<file path="config.mk">
export PLATFORM = sky130hd
export DESIGN_NAME = cic_top
export DESIGN_NICKNAME = d
export VERILOG_FILES = /design/src/design/cic_pkg.sv /design/src/design/cic_noise_filter.sv /design/src/design/cic_edge_prescaler.sv /design/src/design/cic_top.sv
export SDC_FILE = /design/constraint.sdc
export NUM_CORES = 1
export LEC_CHECK = 0
export BUFFER_PORTS_ARGS = -buffer_cell sky130_fd_sc_hd__buf_2
export CAP_MARGIN = 20
export CORE_MARGIN = 4
export CORE_UTILIZATION = 45
export DETAILED_ROUTE_END_ITERATION = 6
export PLACE_DENSITY = 0.72
export SKIP_LAST_GASP = 1
export SLEW_MARGIN = 20
export SYNTH_ARGS = -nofsm -noshare
export SYNTH_HDL_FRONTEND = slang
export SYNTH_SLANG_ARGS = --single-unit
</file>
<file path="constraint.sdc">
create_clock -name REF_CLK -period 6.57 [get_ports REF_CLK]
set_clock_uncertainty 0.2 [all_clocks]
set_input_delay 1.314 -clock REF_CLK [delete_from_list [all_inputs] [get_ports REF_CLK]]
set_output_delay 1.314 -clock REF_CLK [all_outputs]
set_load 0.05 [all_outputs]
</file>
<file path="src/design/cic_pkg.sv">
// Shared constants, types and lookup tables for the capture input conditioner.
package cic_pkg;

  // ==========================================================================
  // Register map
  localparam int unsigned CIC_ADDR_W = 8;
  localparam logic [7:0] CIC_OFS_CTRL = 8'h00;
  localparam logic [7:0] CIC_OFS_ENABLE = 8'h04;
  localparam logic [7:0] CIC_OFS_STATUS = 8'h08;
  localparam logic [15:0] CIC_CTRL_RESET = 16'h0000;
  localparam logic [1:0] CIC_ENABLE_RESET = 2'h0;

  // ==========================================================================
  // Field positions
  localparam int unsigned CIC_CH_A_LSB = 0;
  localparam int unsigned CIC_CH_B_LSB = 8;
  localparam int unsigned CIC_CH_CFG_W = 8;
  localparam int unsigned CIC_EN_A_BIT = 0;
  localparam int unsigned CIC_EN_B_BIT = 1;
  localparam int unsigned CIC_ST_FILT_A_BIT = 0;
  localparam int unsigned CIC_ST_FILT_B_BIT = 1;
  localparam int unsigned CIC_ST_SRC_A_BIT = 2;
  localparam int unsigned CIC_ST_SRC_B_BIT = 3;

  // ==========================================================================
  // Timing
  localparam int unsigned CIC_DIV_W = 5;
  localparam int unsigned CIC_RATES = 6;
  localparam logic [3:0] CIC_FLT_OFF = 4'h0;

  // ==========================================================================
  // Types
  typedef enum logic [1:0] {
    CIC_MS_OUTPUT = 2'h0,
    CIC_MS_OWN = 2'h1,
    CIC_MS_NEIGHBOUR = 2'h2,
    CIC_MS_TRIGGER = 2'h3
  } cic_route_t;

  typedef struct packed {
    logic [3:0] flt;
    logic [1:0] psc;
    cic_route_t ms;
  } cic_chan_cfg_t;

  typedef struct packed {
    logic [3:0] need;
    logic [2:0] rate;
  } cic_flt_spec_t;

  // ==========================================================================
  // Filter code table: samples needed and sample rate index
  function automatic cic_flt_spec_t cic_flt_spec(input logic [3:0] code);
    cic_flt_spec_t s;
    s = '0;
    unique case (code)
      4'h0: s = '{need: 4'h0, rate: 3'h0};
      4'h1: s = '{need: 4'h2, rate: 3'h0};
      4'h2: s = '{need: 4'h4, rate: 3'h0};
      4'h3: s = '{need: 4'h8, rate: 3'h0};
      4'h4: s = '{need: 4'h6, rate: 3'h1};
      4'h5: s = '{need: 4'h8, rate: 3'h1};
      4'h6: s = '{need: 4'h6, rate: 3'h2};
      4'h7: s = '{need: 4'h8, rate: 3'h2};
      4'h8: s = '{need: 4'h6, rate: 3'h3};
      4'h9: s = '{need: 4'h8, rate: 3'h3};
      4'ha: s = '{need: 4'h5, rate: 3'h4};
      4'hb: s = '{need: 4'h6, rate: 3'h4};
      4'hc: s = '{need: 4'h8, rate: 3'h4};
      4'hd: s = '{need: 4'h5, rate: 3'h5};
      4'he: s = '{need: 4'h6, rate: 3'h5};
      4'hf: s = '{need: 4'h8, rate: 3'h5};
    endcase
    return s;
  endfunction

  // Edge count at which the prescaler fires
  function automatic logic [2:0] cic_psc_last(input logic [1:0] psc);
    logic [2:0] l;
    l = 3'h0;
    unique case (psc)
      2'h0: l = 3'h0;
      2'h1: l = 3'h1;
      2'h2: l = 3'h3;
      2'h3: l = 3'h7;
    endcase
    return l;
  endfunction

endpackage

</file>
<file path="src/design/cic_noise_filter.sv">
// Digital noise filter for one capture input.
`timescale 1ns/10ps
module cic_noise_filter
  import cic_pkg::*;
(
  // Clock and reset
  input wire logic clk,
  input wire logic rst,
  // Configuration
  input wire logic [3:0] code,
  input wire logic [CIC_RATES-1:0] rate_stb,
  // Signal
  input wire logic raw,
  output logic filtered
);

  cic_flt_spec_t spec;
  logic [3:0] need;
  logic smp_en;
  logic bypass;
  logic prev_q;
  logic [3:0] run_q;
  logic [3:0] run_d;
  logic out_q;

  // ==========================================================================
  // Sample rate and run length
  assign spec = cic_flt_spec(code);
  assign need = spec.need;
  assign bypass = (code == CIC_FLT_OFF);
  assign smp_en = rate_stb[spec.rate]; // [RL2]
  assign filtered = out_q;

  always_comb begin
    if (raw != prev_q) begin
      run_d = 4'h1; // [RL11]
    end else if (run_q >= need) begin
      run_d = need; // [RL2]
    end else begin
      run_d = run_q + 4'h1; // [RL2]
    end
  end

  always_ff @(posedge clk) begin
    if (rst) begin
      prev_q <= 1'b0;
      run_q <= 4'h0;
    end else if (smp_en && !bypass) begin
      prev_q <= raw;
      run_q <= run_d;
    end
  end

  // ==========================================================================
  // Accepted level
  always_ff @(posedge clk) begin
    if (rst) begin
      out_q <= 1'b0;
    end else if (bypass) begin
      out_q <= raw; // [RL3]
    end else if (smp_en && run_d == need) begin
      out_q <= raw; // [RL2] [RL11]
    end
  end
endmodule // cic_noise_filter

</file>
<file path="src/design/cic_edge_prescaler.sv">
// Capture edge prescaler for one channel.
`timescale 1ns/10ps
module cic_edge_prescaler
  import cic_pkg::*;
(
  // Clock and reset
  input wire logic clk,
  input wire logic rst,
  // Control
  input wire logic active,
  input wire logic [1:0] factor,
  // Signal
  input wire logic src,
  output logic capture
);

  logic src_q;
  logic edge_seen;
  logic [2:0] last;
  logic [2:0] cnt_q;
  logic cap_q;

  // ==========================================================================
  // Edge detect and count
  assign edge_seen = src & ~src_q;
  assign last = cic_psc_last(factor);
  assign capture = cap_q;

  always_ff @(posedge clk) begin
    if (rst) begin
      src_q <= 1'b0;
    end else begin
      src_q <= src;
    end
  end

  always_ff @(posedge clk) begin
    if (rst || !active) begin
      cnt_q <= 3'h0; // [RL5]
      cap_q <= 1'b0;
    end else begin
      cap_q <= 1'b0;
      if (edge_seen) begin
        if (cnt_q >= last) begin
          cnt_q <= 3'h0; // [RL4]
          cap_q <= 1'b1;
        end else begin
          cnt_q <= cnt_q + 3'h1;
        end
      end
    end
  end
endmodule // cic_edge_prescaler

</file>
<file path="src/design/cic_top.sv">
// Capture input conditioning for two timer channels behind an APB slave.
// Contract
// RL1: Channel A filter setting lives in control word bits 7:4.
// RL2: Filter samples at chosen rate, accepts level after enough equal samples.
// RL3: Code 0 bypasses; other codes pick sample count and sample rate.
// RL4: Prescaler bits 3:2 capture every 1st, 2nd, 4th or 8th edge.
// RL5: Prescaler edge counter clears whenever the channel enable is low.
// RL6: Channel B filter at bits 15:12, prescaler at 11:10, same behaviour.
// RL7: Mode fields at 1:0 and 9:8 share storage with compare configuration.
// RL8: Software keeps bits 31:16 of the control word at reset value.
// RL9: Mode 00 output, 01 own input, 10 neighbour input, 11 internal trigger.
// RL10: Mode field writes are ignored while that channel is enabled.
// RL11: Filtered level holds until threshold; run restarts on any differing sample.
`timescale 1ns/10ps
module cic_top
  import cic_pkg::*;
(
  // Clock and reset
  input wire logic REF_CLK,
  input wire logic RST,
  // APB slave
  input wire logic PSEL,
  input wire logic PENABLE,
  input wire logic PWRITE,
  input wire logic [CIC_ADDR_W-1:0] PADDR,
  input wire logic [31:0] PWDATA,
  output logic [31:0] PRDATA,
  output logic PREADY,
  output logic PSLVERR,
  // Channel inputs
  input wire logic CH_A_RAW_INPUT,
  input wire logic CH_B_RAW_INPUT,
  input wire logic INTERNAL_TRIGGER_SOURCE,
  // Conditioned outputs
  output logic CH_A_FILTERED_OWN,
  output logic CH_B_FILTERED_OWN,
  output logic CH_A_CAPTURE,
  output logic CH_B_CAPTURE
);

  cic_chan_cfg_t cfg_a_q;
  cic_chan_cfg_t cfg_b_q;
  cic_chan_cfg_t wr_a;
  cic_chan_cfg_t wr_b;
  logic [1:0] active_q;
  logic pready_q;
  logic pslverr_q;
  logic [31:0] prdata_q;
  logic [31:0] rd_d;
  logic setup;
  logic access;
  logic hit_ctrl;
  logic hit_en;
  logic hit_stat;
  logic mapped;
  logic wr_ctrl;
  logic wr_en;
  logic [CIC_DIV_W-1:0] div_q;
  logic [CIC_RATES-1:0] rate_stb;
  logic filt_a;
  logic filt_b;
  logic ch_a_selected_source;
  logic ch_b_selected_source;

  // ==========================================================================
  // APB decode
  assign setup = PSEL & ~PENABLE;
  assign access = PSEL & PENABLE & pready_q;
  assign hit_ctrl = (PADDR == CIC_OFS_CTRL);
  assign hit_en = (PADDR == CIC_OFS_ENABLE);
  assign hit_stat = (PADDR == CIC_OFS_STATUS);
  assign mapped = hit_ctrl | hit_en | hit_stat;
  assign wr_ctrl = access & PWRITE & hit_ctrl;
  assign wr_en = access & PWRITE & hit_en;
  assign wr_a = cic_chan_cfg_t'(PWDATA[CIC_CH_A_LSB +: CIC_CH_CFG_W]);
  assign wr_b = cic_chan_cfg_t'(PWDATA[CIC_CH_B_LSB +: CIC_CH_CFG_W]);

  assign PRDATA = prdata_q;
  assign PREADY = pready_q;
  assign PSLVERR = pslverr_q;

  // Zero wait: ready in the first access cycle
  always_ff @(posedge REF_CLK) begin
    if (RST) begin
      pready_q <= 1'b0;
    end else begin
      pready_q <= setup;
    end
  end

  always_ff @(posedge REF_CLK) begin
    if (RST) begin
      pslverr_q <= 1'b0;
    end else begin
      pslverr_q <= setup & ~mapped;
    end
  end

  always_comb begin
    rd_d = 32'h0000_0000;
    if (hit_ctrl) begin
      rd_d[CIC_CH_A_LSB +: CIC_CH_CFG_W] = cfg_a_q; // [RL7]
      rd_d[CIC_CH_B_LSB +: CIC_CH_CFG_W] = cfg_b_q;
    end else if (hit_en) begin
      rd_d[CIC_EN_A_BIT] = active_q[0];
      rd_d[CIC_EN_B_BIT] = active_q[1];
    end else if (hit_stat) begin
      rd_d[CIC_ST_FILT_A_BIT] = filt_a;
      rd_d[CIC_ST_FILT_B_BIT] = filt_b;
      rd_d[CIC_ST_SRC_A_BIT] = ch_a_selected_source;
      rd_d[CIC_ST_SRC_B_BIT] = ch_b_selected_source;
    end
  end

  always_ff @(posedge REF_CLK) begin
    if (RST) begin
      prdata_q <= 32'h0000_0000;
    end else if (setup && !PWRITE) begin
      prdata_q <= rd_d;
    end else begin
      prdata_q <= 32'h0000_0000;
    end
  end

  // ==========================================================================
  // Channel control word
  always_ff @(posedge REF_CLK) begin
    if (RST) begin
      cfg_a_q <= cic_chan_cfg_t'(CIC_CTRL_RESET[CIC_CH_A_LSB +: CIC_CH_CFG_W]);
      cfg_b_q <= cic_chan_cfg_t'(CIC_CTRL_RESET[CIC_CH_B_LSB +: CIC_CH_CFG_W]);
    end else if (wr_ctrl) begin
      cfg_a_q.flt <= wr_a.flt; // [RL1]
      cfg_a_q.psc <= wr_a.psc; // [RL4]
      cfg_b_q.flt <= wr_b.flt; // [RL6]
      cfg_b_q.psc <= wr_b.psc; // [RL6]
      if (!active_q[0]) begin
        cfg_a_q.ms <= wr_a.ms; // [RL10] [RL7]
      end
      if (!active_q[1]) begin
        cfg_b_q.ms <= wr_b.ms; // [RL10] [RL7]
      end
    end
  end

  // ==========================================================================
  // Channel enable word
  always_ff @(posedge REF_CLK) begin
    if (RST) begin
      active_q <= CIC_ENABLE_RESET;
    end else if (wr_en) begin
      active_q[0] <= PWDATA[CIC_EN_A_BIT];
      active_q[1] <= PWDATA[CIC_EN_B_BIT];
    end
  end

  // ==========================================================================
  // Sample rate strobes from the dead-time clock divider
  always_ff @(posedge REF_CLK) begin
    if (RST) begin
      div_q <= '0;
    end else begin
      div_q <= div_q + 5'h01;
    end
  end

  assign rate_stb[0] = 1'b1;
  for (genvar k = 1; k < CIC_RATES; k++) begin : g_rate
    assign rate_stb[k] = &div_q[k-1:0]; // [RL3]
  end

  // ==========================================================================
  // Noise filters
  cic_noise_filter u_filt_a (
    .clk(REF_CLK),
    .rst(RST),
    .code(cfg_a_q.flt), // [RL1]
    .rate_stb(rate_stb),
    .raw(CH_A_RAW_INPUT),
    .filtered(filt_a)
  );

  cic_noise_filter u_filt_b (
    .clk(REF_CLK),
    .rst(RST),
    .code(cfg_b_q.flt), // [RL6]
    .rate_stb(rate_stb),
    .raw(CH_B_RAW_INPUT),
    .filtered(filt_b)
  );

  assign CH_A_FILTERED_OWN = filt_a;
  assign CH_B_FILTERED_OWN = filt_b;

  // ==========================================================================
  // Capture source routing
  always_comb begin
    ch_a_selected_source = 1'b0;
    unique case (cfg_a_q.ms)
      CIC_MS_OUTPUT: ch_a_selected_source = 1'b0; // [RL9]
      CIC_MS_OWN: ch_a_selected_source = filt_a;
      CIC_MS_NEIGHBOUR: ch_a_selected_source = filt_b;
      CIC_MS_TRIGGER: ch_a_selected_source = INTERNAL_TRIGGER_SOURCE;
    endcase
  end

  always_comb begin
    ch_b_selected_source = 1'b0;
    unique case (cfg_b_q.ms)
      CIC_MS_OUTPUT: ch_b_selected_source = 1'b0; // [RL9]
      CIC_MS_OWN: ch_b_selected_source = filt_b;
      CIC_MS_NEIGHBOUR: ch_b_selected_source = filt_a;
      CIC_MS_TRIGGER: ch_b_selected_source = INTERNAL_TRIGGER_SOURCE;
    endcase
  end

  // ==========================================================================
  // Edge prescalers
  cic_edge_prescaler u_psc_a (
    .clk(REF_CLK),
    .rst(RST),
    .active(active_q[0]), // [RL5]
    .factor(cfg_a_q.psc), // [RL4]
    .src(ch_a_selected_source),
    .capture(CH_A_CAPTURE)
  );

  cic_edge_prescaler u_psc_b (
    .clk(REF_CLK),
    .rst(RST),
    .active(active_q[1]), // [RL5]
    .factor(cfg_b_q.psc), // [RL6]
    .src(ch_b_selected_source),
    .capture(CH_B_CAPTURE)
  );
endmodule // cic_top

</file>
# [Word-level counts from Yosys, hierarchy flattened]
# Memories as Yosys holds them, arrays and structs flattened. A register that Yosys moved wholly into a read port is not among the register bits.
# Index checks and enable logic that the tools add are counted.
[op_classes] order_cmp=6 reduce_logical=31 eq_ne=18 n_bitwise=21 n_mux=28 add_sub_neg=5
[ops] op="2-to-1 mux 4 bit" count=10
[ops] op="one-hot mux 3 bit (4 select lines)" count=2
[ops] op="== test 2 bit (second input constant)" count=8
[ops] op="inverter 1 bit" count=10
[ops] op="bitwise AND 1 bit" count=9
[ops] op="adder 4 x 1 -> 4 bit (second input constant)" count=2
[ops] op="== test 2 x 1 -> 1 bit (second input constant)" count=4
[ops] op="== test 4 bit" count=2
[ops] op="== test 8 x 3 -> 1 bit (second input constant)" count=1
[ops] op="== test 8 x 4 -> 1 bit (second input constant)" count=1
[ops] op="greater-or-equal comparator 4 bit" count=2
[ops] op="logical NOT 2 bit" count=4
[ops] op="logical NOT 4 bit" count=2
[ops] op="logical NOT 8 bit" count=1
[ops] op="< comparator 3 x 4 -> 1 bit (second input constant)" count=2
[ops] op="2-to-1 mux 1 bit" count=8
[ops] op="one-hot mux 1 bit (4 select lines)" count=2
[ops] op="adder 3 x 1 -> 3 bit (second input constant)" count=2
[ops] op="binary-select mux 1 bit (select 3 bit)" count=2
[ops] op="greater-or-equal comparator 3 bit" count=2
[ops] op="2-to-1 mux 3 bit" count=2
[ops] op="AND reduction 2 bit" count=3
[ops] op="OR reduction 2 bit" count=3
[ops] op="adder 5 x 1 -> 5 bit (second input constant)" count=1
[ops] op="11 further kinds" count=24
[totals] register_bits=79 mem_bits_ro=224 n_memories=2 wordCells=136 out_inout_bits=38 input_bits=48
[memory_table] memory="(no name shown)" words=16 word_bits=7 read_ports=1 rd_clocked_by_memory_dff=1 wr=0 line_no="cic_pkg.sv:56" source="unique case (code)"
[memory_table] memory="(no name shown)" words=16 word_bits=7 read_ports=1 rd_clocked_by_memory_dff=1 wr=0 line_no="cic_pkg.sv:56"

# [Logic depth before layout (Yosys ltp)]
[depth] depth_word=7 mapped_depth=11 mapped_depth_nobuf=9

# [By module]
# Synthesis repeated with hierarchy kept, for this count alone.
[hier_totals] hier_cells=436 hier_area_um2=4073.9
[by_module_without_submodules] mod="cic_top" instances=1 cells_per_inst=182 area_each_um2=1865.5 seq_area_each_um2=820.8
[by_module_without_submodules] mod="cic_noise_filter at u_filt_b" instances=1 cells_per_inst=91 area_each_um2=803.3 seq_area_each_um2=120.1
[by_module_without_submodules] mod="cic_noise_filter at u_filt_a" instances=1 cells_per_inst=93 area_each_um2=769.5 seq_area_each_um2=120.1
[by_module_without_submodules] mod="cic_edge_prescaler" instances=2 cells_per_inst=35 area_each_um2=317.8 seq_area_each_um2=100.1

# [Worst setup path after synthesis]
# Ideal clock, no wire load.
[synth_path] kind="input to register" startpoint="in PADDR[1]" endpoint="reg u_filt_a.spec[6] (netlist name)" required_ns=6.251 path_buffers=2 t_arrival_ns=3.343 setup_time_ns=0.119 setup_slack_ns=2.908 stages=11 path_cell_list="nor4_4 and4_4 buf_6 buf_4 nand2_1 a21oi_1 inv_1 ha_1 nor3b_1 o21ai_2 o221a_2"
[synth_between] elab_chain_cells=4
[synth_lines] element="start, declared" line_no="cic_top.sv:25" source="input wire logic [CIC_ADDR_W-1:0] PADDR,"
[synth_lines] element="logical NOT 8 bit" line_no="cic_top.sv:69" source="assign hit_ctrl = (PADDR == CIC_OFS_CTRL);"
[synth_lines] element="bitwise AND 1 bit" line_no="cic_top.sv:73" source="assign wr_ctrl = access & PWRITE & hit_ctrl;"
[synth_lines] element="2-to-1 mux 4 bit (no source line) (2 in series)"
# No other way between the ends.
# A chain may end at the register's enable or synchronous reset.

# [Final worst setup path]
[layout_path] startpoint="in PADDR[1]" endpoint="reg u_filt_a.spec[6] (netlist name)"
[layout_between] elab_chain_cells=4
[layout_lines] element="logical NOT 8 bit" line_no="cic_top.sv:69"
[layout_lines] element="bitwise AND 1 bit" line_no="cic_top.sv:73"
[layout_lines] element="2-to-1 mux 4 bit (no source line) (2 in series)"
# No other way between the ends.

==> results.cfg <==
[run_status]
outcome = finished, final reports clean

[floorplanning]
die_h_um = 104.1
core-area_um2 = 8848
design.die.area_um2 = 10840
die_x_um = 104.1
floorplan.initialDensity_pct = 46.99
placement_rows = 34
io_pins = 86

[logic_synthesis]
yosys_register_bits = 77
synth.yosys.seq_area_share_pct = 37.07
synth_cell_type_count = 64
main_area_contributors_after_synthesis = sky130_fd_sc_hd__dfxtp_1 (37%), sky130_fd_sc_hd__ha_1 (9.3%), sky130_fd_sc_hd__nand2_1 (4.2%)
yosysTopAreaCell = sky130_fd_sc_hd__dfxtp_1
synth_edf_count = 0
yosysWarningCount = 0
synth-main-ff-cell = sky130_fd_sc_hd__dfxtp_1
async_reset_ff_share_pct = 0
number_of_instances_in_the_synthesized_netlist = 473
syn_avg_cell_area_um2 = 8.790
synth.top_cells.by_count = sky130_fd_sc_hd__dfxtp_1 (77), sky130_fd_sc_hd__nand2_1 (47), sky130_fd_sc_hd__nor2_1 (34)
synth_area_um2 = 4158
netlist.area_leader.share_pct = 37.07
post-synth-top-count-cell = sky130_fd_sc_hd__dfxtp_1

[global_routing]
vias_in_the_first_global_route = 3209
grt_first_pass_wirelength_mm = 14.55
grt_start_max_net_pins = 57
grt.overflow.total = 0
grt_antenna_before_repair = 0
global_route.usage.total_pct = 15.88

[clock_tree]
cts_hold_buffers = 0
clkSlewWorstSetupHoldPaths_ns = 0.08
clockBufferDepth = 2
post_cts.repair.setup_buffers = 0
clkLatencyLatePin_ns = 0.35
clock_buffers_created_by_tritoncts = 9
number_of_instances_resized_during_post_cts_repair = 0
clock_root_buffer_master = sky130_fd_sc_hd__clkbuf_8
ctsHtreeMaxLevel = 3
clock_sink_count = 77
tritoncts_clock_tree = built

[detailed_routing]
post-route-drc-count = 0
dr_iter_0_viols = 147
postRouteAntennaNets = 0
firstDrtPassIters = 4
routedWlPerCell_um = 13.47
routed_wl_mm = 8.526
num_vias = 3432
detail_route.vias_per_cell = 5.422

[place]
gpl_wtd_cong = 0.8836
numPortBuffers = 53
place_area_um2 = 4422
hpwl_mm = 6.369
placed_cells = 617

[power_and_ir_drop]
total_leakage_power_uw = 0.001858
p_sw_share_pct = 26.56
vdd_drop_max_v = 0.00008695
fin_total_pwr_uw = 862.8
power.share.sequential_pct = 54.7
share_comb_of_total_power_pct = 6.9
power_density_nw_per_um2 = 187.4
internal_power_uw = 633.7
clock_power_share_pct = 38.4
switchingPower_uw = 229.1

[worst_setup_path]
critPathLaunchType = input port
critical_path.endpoint_type = flop
timing.reg2reg.setup_slack_ns = 3.78
worst-setup-path-type = in -> reg
worstPathMaxFanout = 26
worst-endpoint-required_ns = 6.67
worstPathArrival_ns = 3.83

[final_layout]
post-route-cell-area_um2 = 4604
layout_net_count = 599
layout-drive-gt1-share_pct = 17.14
layout.filler_cells = 827
finish.cell_count_without_fillers = 633
antennaDiodeCount = 0
layout-area-overhead-vs-synth_pct = 10.74

[timing]
slew_of_the_pin_with_the_lowest_slew_margin_ns = 0.9767
share_of_the_clock_period_used_by_the_worst_path_pct = 56.73
setup-violations-final = 0
rsz_0062_raised_after_global_routing = false
fin_tns_setup_ns = 0
final_max_slew_viol_count = 0
max_freq_ghz = 0.2683
final_layout_worst_hold_slack_ns = 0.2819
layout_min_cycle_time_ns = 3.727
hold_viol_final = 0
max_slew_margin_pct = 34.39

[flow_run]
drv.max_cap_violation_count = 0

[hold_path]
min_path_type = reg -> reg
==> kinds of logic (layout without fill, tap and decap cells) <==
kind of cell,count (synthesis),in the layout,share of synthesized area (%)
adder cells (fa/ha/maj),31,31,9.329
multiplexers,20,20,4.905
AND/OR/NAND/NOR,173,173,21.82
other,1,16,0.09019
AO/OA/AOI/OAI,97,97,16.46
XOR/XNOR,15,15,3.160
buffers and inverters,59,96,7.162
flip-flops,77,77,37.07
==> final timing paths <==
kind	cells past startpoint	endpoint	startpoint
hold reg to reg	2	cfg_b_q[2]	cfg_b_q[2]
setup reg to reg	9	u_filt_a.spec[6]	PREADY
setup / recovery	10	u_filt_a.spec[6]	PADDR[1]
hold / removal	2	cfg_b_q[2]	cfg_b_q[2]
==> cells in the final DEF (no fill, tap or decap), types with 6 or more instances in the layout <==
cell	netlist	routed
sky130_fd_sc_hd__a2111oi_0	6	6
sky130_fd_sc_hd__a21o_1	6	6
sky130_fd_sc_hd__a21oi_1	27	27
sky130_fd_sc_hd__and2_1	11	11
sky130_fd_sc_hd__buf_2	2	53
sky130_fd_sc_hd__clkbuf_8	0	10
sky130_fd_sc_hd__conb_1	1	16
sky130_fd_sc_hd__dfxtp_1	77	77
sky130_fd_sc_hd__ha_1	31	31
sky130_fd_sc_hd__inv_1	26	26
sky130_fd_sc_hd__mux2i_1	17	17
sky130_fd_sc_hd__nand2_1	47	47
sky130_fd_sc_hd__nand2b_1	15	15
sky130_fd_sc_hd__nand3_1	11	11
sky130_fd_sc_hd__nor2_1	34	34
sky130_fd_sc_hd__nor2b_1	8	8
sky130_fd_sc_hd__nor3_1	11	11
sky130_fd_sc_hd__nor3b_1	6	6
sky130_fd_sc_hd__o21ai_0	14	14
sky130_fd_sc_hd__xnor2_1	8	8
sky130_fd_sc_hd__xor2_1	7	7
==> layout make-up <==
cell class              count  area, µm²  area share (%)
multi-input cells         352       2375           51.58
flip-flops and latches     77       1541           33.48
repair buffers             54      272.8           5.924
clock buffers              10      137.6           2.989
well taps                 108      135.1           2.935
inverters                  26      97.59           2.120
clock inverters             6      45.04          0.9783
==> per-stage QoR <==
step	worst slack [ns]	utilization, %
finish	2.843	52.04
global route	2.617	52.04
CTS	2.865	52.04
detailed placement	2.494	49.97
global placement	2.554	49.97
floorplan	2.908	-
==> per-layer routing <==
layer  global-route usage [%]  vias to the layer above  part of all wire (%)
met3                    2.297                       19                   4.5
met4                    8.832                        0                   3.0
li1                         -                     1722                     -
met5                        0                        -                     0
met1                    20.06                     1591                    46
met2                    25.95                      100                    46
==> registers in the layout, indices dropped and copies added (netlist names), 2 cells and up <==
| register | cells |
|---|---|
| PRDATA | 16 |
| cfg_a_q | 8 |
| cfg_b_q | 8 |
| u_filt_a.spec | 7 |
| u_filt_b.spec | 7 |
| div_q | 5 |
| u_filt_a.run_q | 4 |
| u_filt_b.run_q | 4 |
| u_psc_a.cnt_q | 3 |
| u_psc_b.cnt_q | 3 |
| active_q | 2 |
==> critical path, cell delays in order <==
cell and delay, ns:
sky130_fd_sc_hd__buf_2 0.11, sky130_fd_sc_hd__nor4_4 0.38, sky130_fd_sc_hd__nand4_2 0.61, sky130_fd_sc_hd__nand2_1 0.36, sky130_fd_sc_hd__a21oi_4 0.12, sky130_fd_sc_hd__inv_1 0.14, sky130_fd_sc_hd__ha_1 0.26, sky130_fd_sc_hd__nor3b_1 0.16
sky130_fd_sc_hd__o21ai_2 0.18, sky130_fd_sc_hd__o221a_2 0.18
==> power by group through the flow <==
stage	clock (µW)	sequential (µW)	combinational, µW
floorplan	0	486	43.8
global placement	0	483	58.1
detailed placement	0	483	58.8
CTS	341	472	59.0
global route	360	472	63.9
finish	332	472	59.4
(Power assumes the default switching activity.)
